`src/hw/ses_defs.svh`:
```
`ifndef SES_DEFS_SVH
`define SES_DEFS_SVH
// ----------------------------------------
// event bit positions, used-bit mask and reset value
// ----------------------------------------
`define SES_EV_OPC      0
`define SES_EV_QUERY    2
`define SES_EV_PWR      7
`define SES_EV_USED     8'hBD
`define SES_EV_RESET    8'h80
// ----------------------------------------
// status byte positions
// ----------------------------------------
`define SES_STB_MAV     4
`define SES_STB_ESB     5
`define SES_STB_RQS     6
// ----------------------------------------
// error queue, completion answer and power-on flag
// ----------------------------------------
`define SES_ERR_DEPTH   20
`define SES_ERR_OVF     16'hFEA2
`define SES_ERR_NONE    16'h0000
`define SES_OPCQ_ANS    16'h0001
`define SES_PSC_FACTORY 1'b1
`endif

```
`src/hw/ses_pkg.sv`:
```
package ses_pkg;
    // ----------------------------------------
    // commands handed over by the parser
    // ----------------------------------------
    typedef enum logic [3:0] {
        SES_OP_CLS, SES_OP_ESE_WR, SES_OP_ESE_RD, SES_OP_ESR_RD,
        SES_OP_OPC, SES_OP_OPC_RD, SES_OP_PSC_WR, SES_OP_PSC_RD,
        SES_OP_SRE_WR, SES_OP_SRE_RD, SES_OP_STB_RD, SES_OP_WAI,
        SES_OP_ERR_RD, SES_OP_RST
    } ses_op_t;

    typedef struct packed {
        logic       valid;
        ses_op_t    op;
        logic [7:0] arg;
    } ses_cmd_t;

    // error report: class 0 query, 1 device, 2 execution, 3 command
    typedef struct packed {
        logic        valid;
        logic [1:0]  cls;
        logic [15:0] code;
    } ses_err_t;

    typedef struct packed {
        logic        valid;
        logic [15:0] data;
    } ses_rsp_t;
endpackage

```
`src/hw/ses_status.sv`:
```
// Contract
// event bit 0 sets once commands through the completion marker have run
// query-class errors set event bit 2
// self-test or calibration errors set event bit 3
// execution errors set event bit 4
// command syntax errors set event bit 5
// event bit 7 set after power-up until event register read or cleared
// event bits latch until cleared
// clear-status and event query both clear the event register
// event-enable write loads the mask; zero clears it
// status bit 5 is OR of enabled event bits
// nonvolatile power-on clear flag, factory 1, zeroes both masks at power-up
// every event bit 2..5 comes with an error queue entry
// queue of 20 errors, oldest first, one per read
// overflow overwrites newest with -350, stores none until a read
// reading an empty queue answers +0
// indicator on while entries held; one beep per new error
// queue emptied at power-up and clear-status, not by reset command
// clear-status clears status summary and event registers
// queries answer the binary-weighted value of the register
// completion marker waits for all earlier commands
// completion query answers 1 once earlier commands are done
// status query answers poll value in order, keeps bit 6
// wait command stalls further commands until pending work ends
// controller polls or waits for a request on status bit 5
`timescale 1ns/1ps
`default_nettype none
`include "ses_defs.svh"

module ses_status #(
    parameter int DEPTH = `SES_ERR_DEPTH
) (
    input  wire logic             CLK,
    input  wire logic             RST_N,
    input  wire ses_pkg::ses_cmd_t CMD,
    input  wire ses_pkg::ses_err_t ERR,
    input  wire logic             BUSY,
    input  wire logic             OUT_AVAIL,
    input  wire logic             POLL,
    input  wire logic             PSC_NV,
    input  wire logic [7:0]       ESE_NV,
    input  wire logic [7:0]       SRE_NV,
    output var  ses_pkg::ses_rsp_t RSP,
    output logic [7:0]            STB_BYTE,
    output logic [7:0]            ESR_FLAGS,
    output logic [7:0]            ESE_MASK,
    output logic [7:0]            SRE_MASK,
    output logic                  PSC_FLAG,
    output logic                  CMD_STALL,
    output logic                  ERR_LED,
    output logic                  BEEP
);
    import ses_pkg::*;

    localparam int PW = $clog2(DEPTH);
    localparam int CW = $clog2(DEPTH + 1);
    localparam logic [CW-1:0] FULL = CW'(DEPTH);

    typedef enum logic [1:0] {SES_RUN, SES_WAIT_WAI, SES_WAIT_OPCQ} ses_wait_t;

    ses_wait_t      wait_r, wait_nxt;
    logic [7:0]     esr_r, ese_r, sre_r;
    logic           psc_r, init_r, opc_pend_r, ovf_r, req_d_r, rqs_r;
    logic [PW-1:0]  rp_r, wp_r;
    logic [CW-1:0]  cnt_r;
    logic [15:0]    q_mem [DEPTH];

    // ----------------------------------------
    // command decode
    // ----------------------------------------
    // while stalled the parser must hold commands; any that arrive are dropped
    wire go      = CMD.valid && (wait_r == SES_RUN);
    wire is_cls  = go && (CMD.op == SES_OP_CLS);
    wire is_esew = go && (CMD.op == SES_OP_ESE_WR);
    wire is_esr  = go && (CMD.op == SES_OP_ESR_RD);
    wire is_opc  = go && (CMD.op == SES_OP_OPC);
    wire is_srew = go && (CMD.op == SES_OP_SRE_WR);
    wire is_pscw = go && (CMD.op == SES_OP_PSC_WR);
    wire is_errq = go && (CMD.op == SES_OP_ERR_RD);

    // ----------------------------------------
    // completion tracking
    // ----------------------------------------
    wire opc_fire  = (opc_pend_r || is_opc) && !BUSY;
    wire opcq_done = (wait_r == SES_WAIT_OPCQ) && !BUSY;

    always_comb begin
        wait_nxt = wait_r;
        case (wait_r)
            SES_RUN: begin
                if (go && CMD.op == SES_OP_WAI && BUSY)
                    wait_nxt = SES_WAIT_WAI;
                else if (go && CMD.op == SES_OP_OPC_RD)
                    wait_nxt = SES_WAIT_OPCQ;
            end
            SES_WAIT_WAI:  if (!BUSY) wait_nxt = SES_RUN;
            SES_WAIT_OPCQ: if (!BUSY) wait_nxt = SES_RUN;
            default:       wait_nxt = SES_RUN;
        endcase
    end

    // ----------------------------------------
    // event register
    // ----------------------------------------
    // new events win over a clear in the same cycle so none is lost
    wire [7:0] err_bits = ERR.valid ? 8'(8'h01 << (`SES_EV_QUERY + ERR.cls)) : 8'h00;
    wire [7:0] ev_set   = err_bits | {7'h00, opc_fire};
    wire       esr_clr  = is_cls || is_esr;
    wire [7:0] esr_nxt  = ((esr_clr ? 8'h00 : esr_r) | ev_set) & `SES_EV_USED;

    // ----------------------------------------
    // status byte and service request
    // ----------------------------------------
    wire       esb      = |(esr_nxt & ese_r);
    wire [7:0] sum_norq = 8'(({7'h00, esb} << `SES_STB_ESB)
                          | ({7'h00, OUT_AVAIL} << `SES_STB_MAV));
    wire       req      = |(sum_norq & sre_r);
    // request latches on a rising source, a poll clears it, a gone source drops it
    wire       rqs_nxt  = (req && !req_d_r) || (rqs_r && req && !POLL && !is_cls);
    wire [7:0] stb_nxt  = sum_norq | 8'({7'h00, rqs_nxt} << `SES_STB_RQS);

    // ----------------------------------------
    // error queue pointers
    // ----------------------------------------
    wire           pop      = is_errq && (cnt_r != '0);
    wire [CW-1:0]  cnt_base = is_cls ? '0 : CW'(cnt_r - CW'(pop));
    wire [PW-1:0]  rp_inc   = (rp_r == PW'(DEPTH - 1)) ? '0 : PW'(rp_r + 1'b1);
    wire [PW-1:0]  wp_inc   = (wp_r == PW'(DEPTH - 1)) ? '0 : PW'(wp_r + 1'b1);
    wire [PW-1:0]  wp_last  = (wp_r == '0) ? PW'(DEPTH - 1) : PW'(wp_r - 1'b1);
    wire           ovf_base = ovf_r && !pop && !is_cls;
    wire           push     = ERR.valid && (cnt_base != FULL);
    wire           ovwr     = ERR.valid && (cnt_base == FULL) && !ovf_base;
    wire [PW-1:0]  wp_base  = is_cls ? '0 : wp_r;
    wire [PW-1:0]  wp_next  = is_cls ? PW'(push) : (push ? wp_inc : wp_r);
    wire [PW-1:0]  rp_next  = is_cls ? '0 : (pop ? rp_inc : rp_r);
    wire [CW-1:0]  cnt_nxt  = CW'(cnt_base + CW'(push));

    // entry writes; overflow replaces the newest entry in place
    always_ff @(posedge CLK) begin
        if (push)
            q_mem[wp_base] <= ERR.code;
        else if (ovwr)
            q_mem[wp_last] <= `SES_ERR_OVF;
    end

    // ----------------------------------------
    // query answer select
    // ----------------------------------------
    logic        rsp_go;
    logic [15:0] rsp_val;
    always_comb begin
        rsp_go  = go;
        rsp_val = 16'h0000;
        case (CMD.op)
            SES_OP_ESE_RD: rsp_val = {8'h00, ese_r};
            SES_OP_ESR_RD: rsp_val = {8'h00, esr_r};
            SES_OP_SRE_RD: rsp_val = {8'h00, sre_r};
            SES_OP_STB_RD: rsp_val = {8'h00, STB_BYTE};
            SES_OP_PSC_RD: rsp_val = {15'h0000, psc_r};
            SES_OP_ERR_RD: rsp_val = pop ? q_mem[rp_r] : `SES_ERR_NONE;
            default:       rsp_go  = 1'b0;
        endcase
        if (opcq_done) begin
            rsp_go  = 1'b1;
            rsp_val = `SES_OPCQ_ANS;
        end
    end

    // ----------------------------------------
    // wait state and event register
    // ----------------------------------------
    // a reset always lands in run, so a stall cannot outlive power-up
    always_ff @(posedge CLK or negedge RST_N) begin
        if (!RST_N) begin
            wait_r <= SES_RUN;
        end else begin
            wait_r <= wait_nxt;
        end
    end

    // power-up leaves only the power event standing
    always_ff @(posedge CLK or negedge RST_N) begin
        if (!RST_N) begin
            esr_r <= `SES_EV_RESET;
        end else begin
            esr_r <= esr_nxt;
        end
    end

    // ----------------------------------------
    // completion, request, mask, flag and queue state
    // ----------------------------------------
    // clear-status drops a pending marker so no stale bit 0 shows up later
    wire opc_pend_nxt = (opc_pend_r || is_opc) && BUSY && !is_cls;

    always_ff @(posedge CLK or negedge RST_N) begin
        if (!RST_N) begin
            opc_pend_r <= 1'b0;
        end else begin
            opc_pend_r <= opc_pend_nxt;
        end
    end

    // last source level; starts low so a source up at power-up still requests
    always_ff @(posedge CLK or negedge RST_N) begin
        if (!RST_N) begin
            req_d_r <= 1'b0;
        end else begin
            req_d_r <= req;
        end
    end

    // service request bit; only a poll, clear-status or a gone source drops it
    always_ff @(posedge CLK or negedge RST_N) begin
        if (!RST_N) begin
            rqs_r <= 1'b0;
        end else begin
            rqs_r <= rqs_nxt;
        end
    end

    // masks and flag; nonvolatile values are taken one edge after release
    always_ff @(posedge CLK or negedge RST_N) begin
        if (!RST_N) begin
            init_r <= 1'b0;
            psc_r  <= `SES_PSC_FACTORY;
            ese_r  <= 8'h00;
            sre_r  <= 8'h00;
        end else if (!init_r) begin
            init_r <= 1'b1;
            psc_r  <= PSC_NV;
            ese_r  <= PSC_NV ? 8'h00 : ESE_NV;
            sre_r  <= PSC_NV ? 8'h00 : SRE_NV;
        end else begin
            if (is_pscw) psc_r <= CMD.arg[0];
            if (is_esew) ese_r <= CMD.arg;
            if (is_srew) sre_r <= CMD.arg;
        end
    end

    // queue pointers; the reset command does not reach here
    always_ff @(posedge CLK or negedge RST_N) begin
        if (!RST_N) begin
            rp_r  <= '0;
            wp_r  <= '0;
            cnt_r <= '0;
        end else begin
            rp_r  <= rp_next;
            wp_r  <= wp_next;
            cnt_r <= cnt_nxt;
        end
    end

    // overflow mark blocks a second overflow entry until a read makes room or the queue is cleared
    wire ovf_nxt = ovf_base || ovwr;

    always_ff @(posedge CLK or negedge RST_N) begin
        if (!RST_N) begin
            ovf_r <= 1'b0;
        end else begin
            ovf_r <= ovf_nxt;
        end
    end

    // ----------------------------------------
    // registered outputs
    // ----------------------------------------
    // answer strobe and data leave together, on the taking edge or, for the completion query, on the edge its wait ends
    always_ff @(posedge CLK or negedge RST_N) begin
        if (!RST_N) begin
            RSP <= '0;
        end else begin
            RSP.valid <= rsp_go;
            RSP.data  <= rsp_val;
        end
    end

    // status copies come from the next values so both show the same edge
    always_ff @(posedge CLK or negedge RST_N) begin
        if (!RST_N) begin
            STB_BYTE  <= 8'h00;
            ESR_FLAGS <= `SES_EV_RESET;
        end else begin
            STB_BYTE  <= stb_nxt;
            ESR_FLAGS <= esr_nxt;
        end
    end

    // lamp follows the count after this edge's push and pop
    wire led_nxt = (cnt_nxt != '0);

    // stall, lamp and beep; a beep marks even an error dropped by overflow
    always_ff @(posedge CLK or negedge RST_N) begin
        if (!RST_N) begin
            CMD_STALL <= 1'b0;
            ERR_LED   <= 1'b0;
            BEEP      <= 1'b0;
        end else begin
            CMD_STALL <= (wait_nxt != SES_RUN);
            ERR_LED   <= led_nxt;
            BEEP      <= ERR.valid;
        end
    end

    // ----------------------------------------
    // mask and flag copies
    // ----------------------------------------
    // held for the store to nonvolatile memory
    assign ESE_MASK = ese_r;
    assign SRE_MASK = sre_r;
    assign PSC_FLAG = psc_r;

endmodule
`default_nettype wire

```
`config.mk`:
```
export PLATFORM = sky130hd
export DESIGN_NAME = ses_status
export DESIGN_NICKNAME = d
export VERILOG_FILES = /design/src/hw/ses_pkg.sv /design/src/hw/ses_status.sv
export VERILOG_INCLUDE_DIRS = /design/src /design/src/hw
export SDC_FILE = /design/constraint.sdc
export NUM_CORES = 1
export LEC_CHECK = 0
export BUFFER_PORTS_ARGS = -buffer_cell sky130_fd_sc_hd__buf_2
export CORE_ASPECT_RATIO = 1.1
export CORE_UTILIZATION = 30
export CTS_CLUSTER_DIAMETER = 80
export DETAILED_ROUTE_END_ITERATION = 10
export HOLD_SLACK_MARGIN = 0.1
export MAX_ROUTING_LAYER = met4
export PLACE_DENSITY = 0.57
export SYNTH_ARGS = -nofsm -noshare
export SYNTH_HDL_FRONTEND = slang
export SYNTH_SLANG_ARGS = --single-unit
```
`constraint.sdc`:
```
create_clock -name CLK -period 5.9 [get_ports CLK]
set_input_delay 0.295 -clock CLK [delete_from_list [all_inputs] [get_ports CLK]]
set_output_delay 0.295 -clock CLK [all_outputs]
set_load 0.01 [all_outputs]
```
== After elaboration in Yosys (flattened, before gate mapping) ==
Memories as Yosys holds them, arrays and structs flattened.
Cells that the tools add are included.

* Output and inout port bits: 53
* Bits in latches: 0
* ROM bits: 0
* Memories: 1
* Memory bits (writable): 320
* Bits in registers: 72
* Word-level logic and storage cells: 138

* Divide/modulo/power cells: 0
* Multiply operators: 0
* Bitwise logic cells: 6
* Reduce and logical (&&, ||, !) cells: 48
* Magnitude comparators: 0
* Equal/unequal tests: 21
* $add $sub $neg: 6
* Shift-type cells: 1
* Muxes and demuxes: 36

{| class="wikitable"
|+ Memory list
! name !! words !! bits a word !! read ports !! clocked after Yosys merged registers in !! wr ports !! RTL line !! source
|-
| q_mem || 20 || 16 || 1 || 0 || 1 || ses_status.sv:66 || <nowiki>logic [15:0] q_mem [DEPTH];</nowiki>
|}

{| class="wikitable"
|+ Operators by type and width
! cell !! count
|-
| $pmux 16 s6 || 1
|-
| $mux 8 || 8
|-
| $mux 5 || 10
|-
| $mux 16 || 3
|-
| $logic_and 1x1->1 || 25
|-
| $eq 4x4->1 const B || 5
|-
| $eq 4x3->1 const B || 4
|-
| $reduce_or 16->1 || 1
|-
| $reduce_or 8->1 || 2
|-
| $eq 5x5->1 const B || 3
|-
| $add 5x1->5 const B || 2
|-
| $mux 1 || 10
|-
| $reduce_bool 5->1 || 2
|-
| $and 6x8->8 || 1
|-
| $and 8x8->8 || 1
|-
| $eq 4x2->1 const B || 2
|-
| $or 8x1->8 || 1
|-
| $or 8x8->8 || 1
|-
| $shl 1x3->8 const A || 1
|-
| $or 6x7->7 || 1
|-
| $logic_not 1->1 || 6
|-
| $mux 2 || 3
|-
| $ne 2x1->1 const B || 3
|-
| $or 6x5->6 || 1
|-
| 16 further kinds || 21
|}

== Depth between registers and ports, before layout ==
* Depth in word-level cells: 17
* Gate-level depth with buffers: 21

== Worst setup path after synthesis ==
Ideal clock, no wire load.

* Path kind: register -> register
* Start point: register wait_r[0]
* End point: memory q_mem[14][0] (enable)
* Setup time: 409 ps
* Stages on the path, launching flop included: 16
* Setup slack: 956 ps
* Data arrival time: 4,535 ps
* Path through: dfrtp_1 > inv_1 > ha_1 > clkbuf_1 > nand2_1 > nor3_1 > nand2_1 > inv_1 > ha_1 > ha_1 > or3b_1 > a211oi_4 > o211ai_4 > nor3_4 > mux2_2 > nor3_1

* Longest elaborated chain between the ends: 14
* Elaborated cells on any way between the ends: 26

{| class="wikitable"
|+ Ends and longest elaborated chain
! element !! RTL line !! source
|-
| start: declaration || ses_status.sv:61 || <nowiki>ses_wait_t wait_r, wait_nxt;</nowiki>
|-
| start signal: assignment || ses_status.sv:177 || <nowiki>wait_r <= wait_nxt;</nowiki>
|-
| $logic_not 2->1 * || ses_status.sv:72 || <nowiki>wire go = CMD.valid && (wait_r == SES_RUN);</nowiki>
|-
| $logic_and 1x1->1 * || ses_status.sv:72 ||
|-
| $logic_and 1x1->1 || ses_status.sv:79 || <nowiki>wire is_errq = go && (CMD.op == SES_OP_ERR_RD);</nowiki>
|-
| $logic_and 1x1->1 || ses_status.sv:125 || <nowiki>wire pop = is_errq && (cnt_r != '0);</nowiki>
|-
| $sub 5x1->5 / $logic_not 1->1 (equally long branches) || ses_status.sv:126, ses_status.sv:130 ||
|-
| $mux 5 / $logic_and 1x1->1 (equally long branches) || ses_status.sv:126, ses_status.sv:130 ||
|-
| $eq 5x5->1 / $logic_and 1x1->1 (equally long branches) || ses_status.sv:132, ses_status.sv:130 ||
|-
| $logic_and 1x1->1 / $logic_not 1->1 (equally long branches) || ses_status.sv:132 || <nowiki>wire ovwr = ERR.valid && (cnt_base == FULL) && !ovf_base;</nowiki>
|-
| $logic_and 1x1->1 || ses_status.sv:132 ||
|-
| $mux 1 || ses_status.sv:142 || <nowiki>else if (ovwr)</nowiki>
|-
| $mux 1 || ses_status.sv:140 || <nowiki>if (push)</nowiki>
|-
| $mux 1 (no line) || n/a ||
|-
| $reduce_or 16->1 (no line) || n/a ||
|-
| $mux 5 (no line) / $mux 1 (equally long branches) || n/a ||
|-
| end: declaration || ses_status.sv:66 ||
|}

Every way passes the cells marked *; elsewhere a longest branch is shown, timed or not.

== Worst setup path in the final report ==
* Start point: register wait_r[0]
* End point: memory q_mem[10][1] (enable)

The elaborated chain is that of the path after synthesis.

==> flow_metrics.env <==
export IMPL_outcome="finished clean"
export IMPL_floorplan_initialDensity_pct=30.52
export IMPL_gp_routability_congestion=0.8760
export IMPL_cell_internal_power_mw=5.530
export IMPL_clock_pin_slew_reported_for_the_worst_setup_and_hold_paths_after_clock_tree_synthesis_ns=0.06
export IMPL_dieHeight_um=244.7
export IMPL_clock_tree_root_cell="clkbuf_16"
export IMPL_multi_input_comb_area_um2=4558
export IMPL_synth_edff_count=320
export IMPL_final_min_period_over_clock_period_pct=83.94
export IMPL_numPortBuffers=99
export IMPL_postRouteAntennaNets=0
export IMPL_grt_pass1_wl_mm=60.01
export IMPL_switchingPower_mw=2.454
export IMPL_dr_total_vias=9400
export IMPL_critical_path_class="flop to flop"
export IMPL_yosys_warnings=0
export IMPL_nFillCells=4917
export IMPL_power_density_nw_per_um2=416.8
export IMPL_htreeDepth=2
export IMPL_ys_dominant_reg_cell="edfxtp_1"
export IMPL_clkPwrFrac_pct=30.7
export IMPL_std_cell_rows=88
export IMPL_synth_seq_cells=387
export IMPL_timing_max_cap_violations=0
export IMPL_detail_route_drc_violations=0
export IMPL_syn_area_um2=16070
export IMPL_worst_slew_margin_rel_pct=22.99
export IMPL_final_setup_tns_ns=0
export IMPL_min_period_ns=4.952
export IMPL_fp_dieArea_um2=54480
export IMPL_final_setup_viol_count=0
export IMPL_dieWidth_um=222.6
export IMPL_tritoncts_clock_tree="built"
export IMPL_cts_sinks=387
export IMPL_final_antenna_diode_count=0
export IMPL_post_cts_repair_setup_buffers=0
export IMPL_synth_distinct_cells=64
export IMPL_post_cts_resized_instances=0
export IMPL_synth_area_per_cell_um2=16.41
export IMPL_via_per_inst=5.100
export IMPL_timing_fmax_ghz=0.2019
export IMPL_grt_antenna_before_repair=0
export IMPL_final_seq_area_um2=11290
export IMPL_clk_insertion_delay_late_ns=0.57
export IMPL_cellLeakagePower_nw=6.507
export IMPL_grt_max_degree=68
export IMPL_cts_buffers=41
export IMPL_grt_overflow=0
export IMPL_seq_area_frac_synth_pct=70.26
export IMPL_place_detailed_instances=1735
export IMPL_routed_wl_mm=40.15
export IMPL_ios=107
export IMPL_drt_initial_drc_count=691
export IMPL_total_power_mw=7.984
export IMPL_crit_arrival_ns=5.20
export IMPL_final_net_count=1202
export IMPL_seq_power_share_pct=44.2
export IMPL_worst_path_max_fanout=18
export IMPL_finish_utilization_pct=36.40
export IMPL_dpl_cell_area_um2=17540
export IMPL_cp_start_kind="flop"
export IMPL_synth_async_reset_ratio_pct=17.31
export IMPL_vdd_ir_drop_max_v=0.0001954
export IMPL_drive_above_1_share_pct=26.03
export IMPL_tightestPinTransition_ns=1.148
export IMPL_wire_per_inst_um=21.78
export IMPL_setup_repair_after_global_routing_missed_its_margin="no"
export IMPL_comb_power_share_pct=25.1
export IMPL_design_area_um2=19160
export IMPL_timing_final_max_slew_violations=0
export IMPL_cts_root_to_sink_buffers=3
export IMPL_dp_hpwl_mm=26.34
export IMPL_critical_path_endpoint_type="flop"
export IMPL_finalClockSkew_ns=0.02235
export IMPL_hold_viol_final=0
export IMPL_tritonroute_pass_1_iters=5
export IMPL_holdCritPathClass="input port to flop"
export IMPL_placeableCoreArea_um2=52630
export IMPL_proportion_of_total_power_due_to_net_switching_pct=30.74
export IMPL_instances_no_fill=1843
export IMPL_area_delta_synth_final_pct=19.24
export IMPL_required_arrival_time_at_the_worst_endpoint_ns=6.14
export IMPL_grt_pass1_vias=9458
export IMPL_netlist_instances=979
export IMPL_grt_usage_pct=15.21
cells in the final DEF, fill, tap and decap left out, types with 18 or more instances in the layout:
cell type / n
buf_4: 36
a21oi_1: 54
nand2_1: 28
clkbuf_16: 41
a22oi_1: 35
nor2_1: 53
mux4_2: 66
nor3_2: 21
inv_1: 18
buf_2: 98
o21ai_0: 30
mux2i_1: 51
dfrtp_1: 63
dlygate4sd3_1: 35
edfxtp_1: 320
per-stage QoR:
stage	hold slack, ns	worst slack (ns)
after floorplan	-0.0005911	0.9557
after global placement	0.4536	1.135
after detailed placement	0.4557	0.9837
after CTS	0.1055	0.9415
after global routing	0.1393	0.5819
final	0.1316	0.9476
sequential cells by signal, summed over array words and instances, names as in the netlist, 2 cells and up:
register,flops
q_mem,320
RSP,17
ESE_MASK,8
SRE_MASK,8
ESR_FLAGS,6
cnt_r,5
rp_r,5
wp_r,5
STB_BYTE,3
wait_r,2
cell usage after synthesis, drive strengths merged, types with 2 or more instances:
cell	instances	area (um2)
nand4	2	12.51
xnor2	5	43.79
nand2b	12	75.07
a221oi	11	96.34
mux4	66	1486
a21oi	55	279.0
a31oi	5	31.28
and2	7	43.80
o22a	2	17.52
clkbuf	31	116.4
o21ai	33	165.1
nand2	28	105.1
nor3b	2	15.01
conb	2	7.510
dfstp	2	52.55
a211oi	5	50.05
nor2	53	198.9
o211ai	12	103.9
ha	10	125.1
nor3	31	166.4
or2	11	68.82
nor2b	15	93.84
buf	29	172.7
or3	2	12.51
o31ai	3	22.52
a31o	2	17.52
nand3	11	55.05
o22ai	7	43.79
o2bb2ai	3	26.28
a22oi	35	262.8
mux2i	51	510.5
a21o	4	30.03
dfrtp	65	1627
nor4	3	18.77
o21a	2	15.01
inv	18	67.56
a222oi	2	20.02
and3	3	18.77
edfxtp	320	9609
a22o	4	35.03
layout make-up:
type / instances / area share [%]
clock buffers: 55 / 5.787
well taps: 675 / 4.409
clock inverters: 18 / 0.8033
inverters: 18 / 0.3527
repair buffers: 170 / 5.904
multi-input cells: 520 / 23.79
flip-flops and latches: 387 / 58.95
metal layers:
metal  vias to the layer above  GRT usage (%)  part of all wire (%)
met2                       373          24.07                    48
met4                         0          5.781                   3.0
met3                        66          2.191                   5.9
met5                         -              -                     0
li1                       4199              -                     -
met1                      4762          19.85                    43
worst paths after layout:
| path | start | to | slack (ns) | cells after the start |
|---|---|---|---|---|
| min in group asynchronous | RST_N | ESR_FLAGS[5] | 0.39 | 2 |
| max in group asynchronous | RST_N | rp_r[0] | 4.83 | 2 |
| worst max-delay path | wait_r[0] | q_mem[10][1] | 0.95 | 16 |
| worst min register to register | opc_pend_r | opc_pend_r | 0.52 | 2 |
| worst min-delay path | CMD[5] | ESE_MASK[5] | 0.13 | 3 |
| worst max register to register | wait_r[0] | q_mem[10][1] | 0.95 | 16 |
worst max-delay path, stage by stage (launching register included):
cell	delay [ns]
dfrtp_1	0.38
inv_1	0.14
ha_1	0.34
nand2_1	0.11
nor3_1	0.20
nand2_1	0.23
inv_1	0.23
ha_1	0.22
ha_1	0.23
or3b_1	0.41
a211oi_4	0.32
o211ai_4	0.17
nor3_4	0.35
buf_4	0.31
mux2_2	0.48
nor3_2	0.19
buf_4	0.30
kinds of logic (layout without fill, tap and decap cells):
family          after synthesis  count (layout)  share of synthesized area [%]
xor+xnor                      6               6                         0.3271
buf+inv                      78             261                          2.220
simple gates                186             186                          5.872
fa+ha+maj                    10              10                         0.7788
mux                         118             118                          12.50
other cells                   2               8                        0.04675
compound gates              192             192                          7.991
flops                       387             387                          70.26
power groups by stage:
stage | clock network (mW) | logic [mW] | registers (mW)
6_report | 2.45 | 2.00 | 3.53
5_1_grt | 2.61 | 2.15 | 3.57
4_1_cts | 2.51 | 2.03 | 3.54
3_5_place_dp | 0 | 2.00 | 3.59
3_3_place_gp | 0 | 1.99 | 3.58
2_1_floorplan | 0 | 1.38 | 3.45
timing repair:
item                       CTS  global route
setup endpoints to repair    0             0
hold endpoints to repair    93             0
hold buffers                35             0
Note: power is estimated with default switching activity, not from simulation.
